<file path="src/include/clk_ctrl_pkg.sv">
// package: register map, field layout and timing constants of the clock controller
package clk_ctrl_pkg;

  // ****************************************
  // register map
  // ****************************************
  localparam logic [7:0] MAIN_CTRL_STATUS_ADDR = 8'h2C;
  localparam logic [7:0] TONE_CTRL_ADDR        = 8'h2D;
  localparam logic [7:0] REG_RESET             = 8'h00;

  // main_ctrl_status and tone control field positions
  localparam int CLOCK_OUT_BIT   = 7;
  localparam int PRESCALE_HI     = 6;
  localparam int PRESCALE_LO     = 5;
  localparam int SLOW_MODE_BIT   = 4;
  localparam int TIMEBASE_HI     = 3;
  localparam int TIMEBASE_LO     = 2;
  localparam int IRQ_EN_BIT      = 1;
  localparam int FLAG_BIT        = 0;
  localparam int BEEP_HI         = 1;
  localparam int BEEP_LO         = 0;

  // ****************************************
  // timing constants (osc_half_clock cycles)
  // ****************************************
  localparam logic [17:0] TB_PERIOD_0 = 18'h03E80; // 16000
  localparam logic [17:0] TB_PERIOD_1 = 18'h07D00; // 32000
  localparam logic [17:0] TB_PERIOD_2 = 18'h13880; // 80000
  localparam logic [17:0] TB_PERIOD_3 = 18'h30D40; // 200000

  // tone half periods: 8 MHz / (2 * half) gives ~2k, ~1k, ~500 Hz
  localparam logic [13:0] TONE_HALF_1 = 14'h07D0; // 2000
  localparam logic [13:0] TONE_HALF_2 = 14'h0FA0; // 4000
  localparam logic [13:0] TONE_HALF_3 = 14'h1F40; // 8000

  // power modes as seen by the clock controller
  typedef enum logic [1:0] {
    PWR_RUN,
    PWR_WAIT,
    PWR_TIMED_HALT,
    PWR_HALT
  } power_mode_type;

  // software-visible control fields
  typedef struct packed {
    logic       clock_out_select;
    logic [1:0] cpu_prescale_sel;
    logic       slow_mode_select;
    logic [1:0] timebase_select;
    logic       timebase_irq_en;
  } ctrl_type;

  // register bus request
  typedef struct packed {
    logic [7:0] addr;
    logic [7:0] wdata;
    logic       wr;
    logic       rd;
  } bus_req_type;

endpackage

</file>
<file path="src/rtl/main_clock_rtc_beeper.sv">
// main clock controller: cpu prescaler, clock out, time base and tone output
//
// The address-and-strobe port was decided locally.
`timescale 1ns/1ps

// How it works
// - clock_out_select drives clock onto clkout pin
// - clock-out stops during timed halt mode
// - slow mode divides by 2,4,8,16
// - slow_mode_select zero gives undivided clock
// - time base periods 16000 to 200000 cycles
// - new timebase_select applies at period end
// - period end sets flag; register read clears
// - interrupt when flag and enable, global mask
// - halt with irq enable enters timed halt
// - time base wakes wait, timed halt only
// - full halt freezes counter and registers
// - timed halt counts, registers frozen
// - wait mode leaves everything running
// - beep_sel picks off or three tones
// - tone keeps running in timed halt
// - both registers reset to zero
module main_clock_rtc_beeper (
  input  wire logic                      clock,
  input  wire logic                      rst,
  input  wire clk_ctrl_pkg::bus_req_type bus_req,
  output logic [7:0]                     rdata,
  input  wire logic                      halt_req,
  input  wire logic                      wait_req,
  input  wire logic                      ext_wake,
  input  wire logic                      global_irq_mask,
  output logic                           cpu_clk_en,
  output logic                           clkout_port_pin,
  output logic                           clkout_oe,
  output logic                           tone_port_pin,
  output logic                           tone_oe,
  output logic                           timebase_irq,
  output logic                           wake_evt,
  output clk_ctrl_pkg::power_mode_type   power_mode
);

  // ****************************************
  // decode helpers
  // ****************************************
  function automatic logic [17:0] tb_period(input logic [1:0] sel);
    case (sel)
      2'h0:    tb_period = clk_ctrl_pkg::TB_PERIOD_0;
      2'h1:    tb_period = clk_ctrl_pkg::TB_PERIOD_1;
      2'h2:    tb_period = clk_ctrl_pkg::TB_PERIOD_2;
      default: tb_period = clk_ctrl_pkg::TB_PERIOD_3;
    endcase
  endfunction

  function automatic logic [13:0] tone_half(input logic [1:0] sel);
    case (sel)
      2'h1:    tone_half = clk_ctrl_pkg::TONE_HALF_1;
      2'h2:    tone_half = clk_ctrl_pkg::TONE_HALF_2;
      default: tone_half = clk_ctrl_pkg::TONE_HALF_3;
    endcase
  endfunction

  // ****************************************
  // state
  // ****************************************
  clk_ctrl_pkg::ctrl_type       ctrl_r, ctrl_nxt;
  logic                         flag_r, flag_nxt;
  logic [1:0]                   beep_r, beep_nxt;
  logic [7:0]                   rdata_r, rdata_nxt;
  clk_ctrl_pkg::power_mode_type mode_r, mode_nxt;
  logic [17:0]                  tb_cnt_r, tb_cnt_nxt;
  logic [1:0]                   tb_act_r, tb_act_nxt;
  logic [3:0]                   pre_cnt_r, pre_cnt_nxt;
  logic [13:0]                  tone_cnt_r, tone_cnt_nxt;
  logic                         tone_r, tone_nxt;
  logic                         clkout_r, clkout_nxt;
  logic                         cpu_en_r, cpu_en_nxt;

  logic                         regs_frozen;
  logic                         tb_run;
  logic                         tb_end;
  logic                         wr_main;
  logic                         wr_tone;
  logic                         rd_main;
  logic                         irq_req;
  logic [7:0]                   main_view;

  // freeze conditions per power mode
  assign regs_frozen = (mode_r == clk_ctrl_pkg::PWR_TIMED_HALT) ||
                       (mode_r == clk_ctrl_pkg::PWR_HALT);
  assign tb_run  = (mode_r != clk_ctrl_pkg::PWR_HALT);
  assign tb_end  = tb_run && (tb_cnt_r == 18'h00000);
  assign wr_main = bus_req.wr && !regs_frozen &&
                   bus_req.addr == clk_ctrl_pkg::MAIN_CTRL_STATUS_ADDR;
  assign wr_tone = bus_req.wr && !regs_frozen &&
                   bus_req.addr == clk_ctrl_pkg::TONE_CTRL_ADDR;
  assign rd_main = bus_req.rd &&
                   bus_req.addr == clk_ctrl_pkg::MAIN_CTRL_STATUS_ADDR;
  // the cpu global mask gates the request onto the line
  assign irq_req = flag_r && ctrl_r.timebase_irq_en;
  assign main_view = {ctrl_r, flag_r};

  // ****************************************
  // registers and readback
  // ****************************************
  // a read-modify-write by software would clear the flag
  always_comb begin
    ctrl_nxt  = ctrl_r;
    beep_nxt  = beep_r;
    flag_nxt  = flag_r;
    rdata_nxt = 8'h00;
    if (wr_main) begin
      ctrl_nxt = bus_req.wdata[clk_ctrl_pkg::CLOCK_OUT_BIT:
                               clk_ctrl_pkg::IRQ_EN_BIT];
    end
    if (wr_tone) begin
      // reserved upper bits are dropped, read back zero
      beep_nxt = bus_req.wdata[clk_ctrl_pkg::BEEP_HI:clk_ctrl_pkg::BEEP_LO];
    end
    if (bus_req.rd) begin
      if (bus_req.addr == clk_ctrl_pkg::MAIN_CTRL_STATUS_ADDR) begin
        rdata_nxt = main_view;
      end else if (bus_req.addr == clk_ctrl_pkg::TONE_CTRL_ADDR) begin
        rdata_nxt = {6'h00, beep_r};
      end
    end
    // set wins over the read clear so no period is lost
    if (rd_main) begin
      flag_nxt = 1'b0;
    end
    if (tb_end) begin
      flag_nxt = 1'b1;
    end
  end

  always_ff @(posedge clock) begin
    if (rst) begin
      ctrl_r  <= '0;
      beep_r  <= 2'h0;
      flag_r  <= 1'b0;
      rdata_r <= clk_ctrl_pkg::REG_RESET;
    end else begin
      ctrl_r  <= ctrl_nxt;
      beep_r  <= beep_nxt;
      flag_r  <= flag_nxt;
      rdata_r <= rdata_nxt;
    end
  end

  // ****************************************
  // power mode tracking
  // ****************************************
  always_comb begin
    mode_nxt = mode_r;
    case (mode_r)
      clk_ctrl_pkg::PWR_RUN: begin
        if (halt_req) begin
          mode_nxt = ctrl_r.timebase_irq_en ?
                     clk_ctrl_pkg::PWR_TIMED_HALT :
                     clk_ctrl_pkg::PWR_HALT;
        end else if (wait_req) begin
          mode_nxt = clk_ctrl_pkg::PWR_WAIT;
        end
      end
      clk_ctrl_pkg::PWR_WAIT: begin
        if (ext_wake || (irq_req && !global_irq_mask)) begin
          mode_nxt = clk_ctrl_pkg::PWR_RUN;
        end
      end
      clk_ctrl_pkg::PWR_TIMED_HALT: begin
        if (ext_wake || (irq_req && !global_irq_mask)) begin
          mode_nxt = clk_ctrl_pkg::PWR_RUN;
        end
      end
      clk_ctrl_pkg::PWR_HALT: begin
        // only an outside halt-capable interrupt ends full halt
        if (ext_wake) begin
          mode_nxt = clk_ctrl_pkg::PWR_RUN;
        end
      end
      default: mode_nxt = clk_ctrl_pkg::PWR_RUN;
    endcase
  end

  always_ff @(posedge clock) begin
    if (rst) begin
      mode_r <= clk_ctrl_pkg::PWR_RUN;
    end else begin
      mode_r <= mode_nxt;
    end
  end

  // ****************************************
  // time base divider
  // ****************************************
  // selection latched only at reload to avoid a time shift
  always_comb begin
    tb_cnt_nxt = tb_cnt_r;
    tb_act_nxt = tb_act_r;
    if (tb_end) begin
      tb_act_nxt = ctrl_r.timebase_select;
      tb_cnt_nxt = tb_period(ctrl_r.timebase_select) - 18'h1;
    end else if (tb_run) begin
      tb_cnt_nxt = tb_cnt_r - 18'h1;
    end
  end

  always_ff @(posedge clock) begin
    if (rst) begin
      tb_cnt_r <= clk_ctrl_pkg::TB_PERIOD_0 - 18'h1;
      tb_act_r <= 2'h0;
    end else begin
      tb_cnt_r <= tb_cnt_nxt;
      tb_act_r <= tb_act_nxt;
    end
  end

  // ****************************************
  // cpu prescaler and clock out
  // ****************************************
  // cpu clock is an enable pulse; clock out toggles at the enable rate
  always_comb begin
    pre_cnt_nxt = pre_cnt_r + 4'h1;
    cpu_en_nxt  = 1'b1;
    if (ctrl_r.slow_mode_select) begin
      case (ctrl_r.cpu_prescale_sel)
        2'h0:    cpu_en_nxt = (pre_cnt_r[0]   == 1'b1);
        2'h1:    cpu_en_nxt = (pre_cnt_r[1:0] == 2'h3);
        2'h2:    cpu_en_nxt = (pre_cnt_r[2:0] == 3'h7);
        default: cpu_en_nxt = (pre_cnt_r      == 4'hF);
      endcase
    end
    clkout_nxt = clkout_r;
    if (mode_r == clk_ctrl_pkg::PWR_TIMED_HALT ||
        mode_r == clk_ctrl_pkg::PWR_HALT) begin
      clkout_nxt = 1'b0;
    end else if (ctrl_r.clock_out_select) begin
      clkout_nxt = cpu_en_nxt ? ~clkout_r : clkout_r;
    end else begin
      clkout_nxt = 1'b0;
    end
  end

  always_ff @(posedge clock) begin
    if (rst) begin
      pre_cnt_r <= 4'h0;
      cpu_en_r  <= 1'b1;
      clkout_r  <= 1'b0;
    end else begin
      pre_cnt_r <= pre_cnt_nxt;
      cpu_en_r  <= cpu_en_nxt;
      clkout_r  <= clkout_nxt;
    end
  end

  // ****************************************
  // tone generator
  // ****************************************
  // keeps running in wait and timed halt; stops only in full halt
  always_comb begin
    tone_cnt_nxt = tone_cnt_r;
    tone_nxt     = tone_r;
    if (beep_r == 2'h0) begin
      tone_cnt_nxt = 14'h0000;
      tone_nxt     = 1'b0;
    end else if (mode_r != clk_ctrl_pkg::PWR_HALT) begin
      if (tone_cnt_r >= tone_half(beep_r) - 14'h1) begin
        tone_cnt_nxt = 14'h0000;
        tone_nxt     = ~tone_r;
      end else begin
        tone_cnt_nxt = tone_cnt_r + 14'h1;
      end
    end
  end

  always_ff @(posedge clock) begin
    if (rst) begin
      tone_cnt_r <= 14'h0000;
      tone_r     <= 1'b0;
    end else begin
      tone_cnt_r <= tone_cnt_nxt;
      tone_r     <= tone_nxt;
    end
  end

  // ****************************************
  // outputs
  // ****************************************
  assign rdata           = rdata_r;
  assign cpu_clk_en      = cpu_en_r;
  assign clkout_port_pin = clkout_r;
  assign clkout_oe       = ctrl_r.clock_out_select;
  assign tone_port_pin   = tone_r;
  assign tone_oe         = (beep_r != 2'h0);
  assign timebase_irq    = irq_req && !global_irq_mask;
  assign wake_evt        = (mode_r != mode_nxt) &&
                           (mode_nxt == clk_ctrl_pkg::PWR_RUN);
  assign power_mode      = mode_r;
endmodule

</file>
<file path="config.mk">
export PLATFORM = sky130hd
export DESIGN_NAME = main_clock_rtc_beeper
export DESIGN_NICKNAME = d
export VERILOG_FILES = /design/src/include/clk_ctrl_pkg.sv /design/src/rtl/main_clock_rtc_beeper.sv
export SDC_FILE = /design/constraint.sdc
export NUM_CORES = 1
export LEC_CHECK = 0
export BUFFER_PORTS_ARGS = -buffer_cell sky130_fd_sc_hd__buf_2
export CORE_ASPECT_RATIO = 0.5
export CORE_UTILIZATION = 35
export CTS_BUF_LIST = sky130_fd_sc_hd__clkbuf_4
export DETAILED_ROUTE_END_ITERATION = 16
export PLACE_DENSITY = 0.52
export SKIP_LAST_GASP = 1
export SYNTH_ARGS = -nofsm -noshare
export SYNTH_HDL_FRONTEND = slang
export SYNTH_SLANG_ARGS = --single-unit
</file>
<file path="constraint.sdc">
create_clock -name clock -period 4.75 [get_ports clock]
set_input_delay 0.95 -clock clock [delete_from_list [all_inputs] [get_ports clock]]
set_output_delay 0.95 -clock clock [all_outputs]
set_load 0.02 [all_outputs]
</file>
* Yosys cells after proc, flatten, opt, wreduce, memory -nomap -nowiden
Cells that the tools add are included.
Storage, ports and cells: bits in registers 59, bits of input ports 24, output and inout port bits 17, logic and storage cells 87
Cells by class: add/sub/neg operators 5, $lt $le $gt $ge 1, equality and inequality tests 16, muxes and demuxes 20, bitwise logic cells 4, reductions and logical operators 26
Operator list (number):
- 2-to-1 mux 18 bit | 3
- one-hot mux 18 bit (3 select lines) | 1
- 2-to-1 mux 14 bit | 3
- subtractor 18 x 1 -> 18 bit, second input constant | 2
- one-hot mux 13 bit (2 select lines) | 1
- logical NOT 18 bit | 1
- equality test 8 x 6 -> 1 bit, second input constant | 2
- adder 14 x 1 -> 14 bit, second input constant | 1
- greater-or-equal comparator 14 bit | 1
- subtractor 14 x 1 -> 14 bit, second input constant | 1
- equality test 2 bit, second input constant | 6
- logical NOT 2 bit | 5
- 2-to-1 mux 2 bit | 5
- equality test 2 x 1 -> 1 bit, second input constant | 4
- logical AND 1 bit | 8
- 2-to-1 mux 8 bit | 1
- one-hot mux 2 bit (3 select lines) | 1
- nonzero test 2 bit | 3
- OR reduction 2 bit | 3
- adder 4 x 1 -> 4 bit, second input constant | 1
- equality test 4 bit, second input constant | 1
- 2-to-1 mux 1 bit | 4
- NOT 1 bit | 4
- equality test 3 bit, second input constant | 1
- other kinds (7) | 9

* Depth between registers and ports, before layout
depth after elaboration 7, gate-level depth with buffers 9, mapped depth without buffers 9

* Least setup slack after synthesis
No wires, ideal clock.
kind input to output, start in global_irq_mask, end out wake_evt, data arrival time 1.792 ns, data required time 3.800 ns, setup slack 2.008 ns, cell stages on the path 5, path buffers 0, path through nand3b_1 a21oi_1 o31ai_1 a22oi_1 o211a_1
On the way: cells in the longest elaborated chain, start to end 7, elaborated cells between the ends (all ways) 8, those cells by class eq/ne: 1; mux: 2; reduce/logical: 5
RTL lines:
- start, declared | RTL line main_clock_rtc_beeper.sv:31 | input wire logic global_irq_mask,
- logical NOT 1 bit * | RTL line main_clock_rtc_beeper.sv:165, main_clock_rtc_beeper.sv:170
- logical AND 1 bit * | RTL line main_clock_rtc_beeper.sv:165, main_clock_rtc_beeper.sv:170
- logical OR 1 bit * | RTL line main_clock_rtc_beeper.sv:165, main_clock_rtc_beeper.sv:170
- 2-to-1 mux 2 bit * | RTL line main_clock_rtc_beeper.sv:165, main_clock_rtc_beeper.sv:170
- one-hot mux 2 bit (3 select lines) * | RTL line main_clock_rtc_beeper.sv:154 | case (mode_r)
- inequality test 2 bit / logical NOT 2 bit (equally long branches) | RTL line main_clock_rtc_beeper.sv:295, main_clock_rtc_beeper.sv:296
- logical AND 1 bit * | RTL line main_clock_rtc_beeper.sv:295 | assign wake_evt = (mode_r != mode_nxt) &&
- end, declared | RTL line main_clock_rtc_beeper.sv:38 | output logic wake_evt,
Every way passes the cells marked *; elsewhere a longest branch is shown, timed or not.

* Worst setup path after layout
Ends and elaborated chain as after synthesis.

==> metrics <==
Post-synth top flop dfxtp_1; Core Region 0.00806 mm^2; vias in the first global route 2280; number of port buffers 40; Worst Setup SP global_irq_mask; Detailed Routing Iterations Pass 1 4; Worst Path Arrival 2040 ps; row count 23; Hold Path Class flop to flop; area share of fa/ha/maj cells after synthesis 0.0726; RSZ-0062 raised after global routing false; Post-CTS Resized 0; Tcrit/Tclk final 0.630; Worst slew margin 0.442; vias after detailed routing 2484; Pwr per Cell Area 271 mW/mm^2; Worst-Skew Late Latency 420 ps; Worst Hold Slack 489 ps; maximum clock rate 334 MHz; CTS max path bufs 2; slowest cell on the critical path a21oi_1; peak supply drop about 0.10 mV; largest family of logic cells by synthesized area simple AND/OR/NAND/NOR gates; slack of the critical path 1760 ps; Crit path max-delay family compound AO/OA/AOI/OAI gates; CP most frequent cell buf_2; crit path time final around 3000 ps; filler cell count 863; first-pass GRT wire length 10.9 mm; pre-CTS WS roughly 1800 ps; Syn. warnings 0; final hold vios 0; Yosys cell types 52; root buffer cell clkbuf_4; Antenna Nets Post-Route 0; Initial DRC Count 210; Worst R2R Start beep_r[0]$_SDFFE_PP0P_; CP Class input port to output port; GRT Resource Usage Total 0.160; Post-Synth XOR/XNOR Area 0.0508; HPWL after detailed placement 4.63 mm; # DRC 0; Critical Path RT roughly 3800 ps; Setup Fix Bufs, Post-CTS 0; setup TNS 0 ps; Seq/Total Area, Yosys 0.403; cell count after synthesis around 320; Reg2Reg Setup Slack 1840 ps; Post-synth EDFFs 0; layout cells sized above 1 0.179; Pwr Total 908 uW; Post-synth ARST share 0; Worst-Margin Slew 837 ps; terminus of the critical flop-to-flop path tone_port_pin$_SDFFE_PP0P_; Setup-failing EPs final 0; Critical Path Start Type input port; net count after synthesis 364; Antenna Cells 0; Num CTS Buffers 9; R2R depth 8; final core occ 0.416; hold buffer count at CTS 0; chip width 131 um; fraction of the mapped netlist area in simple logic gates 0.281; Area Overhead vs Synth 14.4%; Lkg Pwr 0.00142 uW; Synth Area in Compound Gates 0.103; Setup Skew 15.1 ps; worst setup path end wake_evt; syn avg cell area roughly 9.1 um^2; largest net degree at the start of global routing 36; # nets final around 410; WL final 6.52 mm; H-Tree Depth 3; Buf/Inv on CP 2; DR vias/cell just over 5; number of max-cap violations 0; slowest stage delay, CP 210 ps; Initial Util 0.364; Post-Syn Area approximately 0.003 mm^2; die height about 67 um; WL/cell 13.6 um; CTS clk-pin slew, worst paths 100 ps; outcome finished, final reports clean; flops & latches, synth 59; CTS tree yes; remaining global-route overflow 0; total clock sinks 59; gpl congestion 0.803; I/O pin cnt 41; CP endpoint kind output port; full die area 0.00876 mm^2; Max Slew Vio Count 0; largest fanout on the critical path 2; mux contribution to synthesized area 0.0594; critical path depth 7; initial antenna violation count 0; CP cell instances buf_2, nand3b_1, a21oi_1, o31ai_1, a22oi_1, o211a_1, buf_2
## stage by stage
step,instance area (um^2),cells
after detailed placement,3240,465
final,3350,481
after global routing,3350,481
after global placement,3240,465
after CTS,3350,481
after floorplan,2930,323
## cells in the mapped netlist (3+ instances only)
cell | n | area [um^2]
dfxtp_1 | 59 | 1180
buf_1 | 3 | 11.3
nand2_1 | 21 | 78.8
o21ai_0 | 6 | 30.0
o211a_1 | 3 | 30.0
and2_1 | 6 | 37.5
nor2b_1 | 7 | 43.8
o31ai_1 | 4 | 30.0
a21oi_1 | 7 | 35.0
nor3_1 | 23 | 115
or3_1 | 3 | 18.8
nor4b_1 | 3 | 26.3
nand4b_1 | 5 | 43.8
or4_1 | 4 | 30.0
nand4_1 | 6 | 37.5
mux2i_1 | 14 | 140
nor2_1 | 26 | 97.6
ha_1 | 17 | 213
clkbuf_1 | 7 | 26.3
nor3b_1 | 5 | 37.5
inv_1 | 12 | 45.0
and3_1 | 8 | 50.1
a31oi_1 | 7 | 43.8
nand3_1 | 13 | 65.1
xnor2_1 | 5 | 43.8
xor2_1 | 12 | 105
nor4_1 | 5 | 31.3
## flip-flops by register name, indices dropped and copies added (netlist names)
register,count
cpu_clk_en,1
clkout_oe,1
tone_port_pin,1
power_mode,2
pre_cnt_r,4
beep_r,2
clkout_port_pin,1
ctrl_r,6
tb_cnt_r,18
rdata,8
tone_cnt_r,14
flag_r,1
## layer usage
layer  vias to the layer above  global-route usage  part of all wire
met1                      1164               0.201              0.48
met5                         -                   0                 0
met4                         0              0.0581             0.015
met2                        43               0.255              0.46
met3                        10              0.0571             0.041
li1                       1267                   -                 -
## layout by cell type, fill, tap and decap left out, types with 5 or more instances in the layout
cell type and instances:
nand2_1 21, a31oi_1 7, nand4_1 6, nor3_1 23, o21ai_0 6, nor4_1 5
and3_1 8, and2_1 6, xor2_1 12, nor2b_1 7, ha_1 17, nand3_1 13
xnor2_1 5, nor2_1 26, a21oi_1 7, mux2i_1 14, clkbuf_4 10, dfxtp_1 59
buf_2 40, inv_1 12, nor3b_1 5, nand4b_1 5
## worst min-delay path by stage
stage / from / endpoint / slack, ps / cells after the start
5_1_grt: pre_cnt_r[0]$_SDFF_PP0_ / pre_cnt_r[0]$_SDFF_PP0_ / 510 / 1
3_3_place_gp: pre_cnt_r[0]$_SDFF_PP0_ / pre_cnt_r[0]$_SDFF_PP0_ / 450 / 1
6_report: pre_cnt_r[0]$_SDFF_PP0_ / pre_cnt_r[0]$_SDFF_PP0_ / 490 / 1
2_1_floorplan: pre_cnt_r[0]$_SDFF_PP0_ / pre_cnt_r[0]$_SDFF_PP0_ / 430 / 1
3_5_place_dp: pre_cnt_r[0]$_SDFF_PP0_ / pre_cnt_r[0]$_SDFF_PP0_ / 470 / 1
4_1_cts: pre_cnt_r[0]$_SDFF_PP0_ / pre_cnt_r[0]$_SDFF_PP0_ / 500 / 1
## cells by family after synthesis
kind of cell,count (synthesis)
buf+inv,23
fa+ha+maj,17
flops,59
xor+xnor,17
mux,17
compound gates,43
simple gates,147
## area by class of cell
| cell class | count | area [um^2] | area share |
|---|---|---|---|
| Clock buffer | 10 | 75.1 | 0.0224 |
| Sequential cell | 59 | 1180 | 0.352 |
| Timing Repair Buffer | 41 | 208 | 0.0619 |
| Tap cell | 112 | 140 | 0.0418 |
| Inverter | 12 | 45.0 | 0.0134 |
| Clock inverter | 6 | 42.5 | 0.0127 |
| Multi-Input combinational cell | 241 | 1660 | 0.496 |
## power by group
part | leakage, uW | switching, uW | internal [uW]
Combinational | 0.000884 | 46.8 | 33.6
Clock | 0.0000624 | 201 | 113
Sequential | 0.000477 | 10.5 | 504
(Power assumes the default switching activity.)
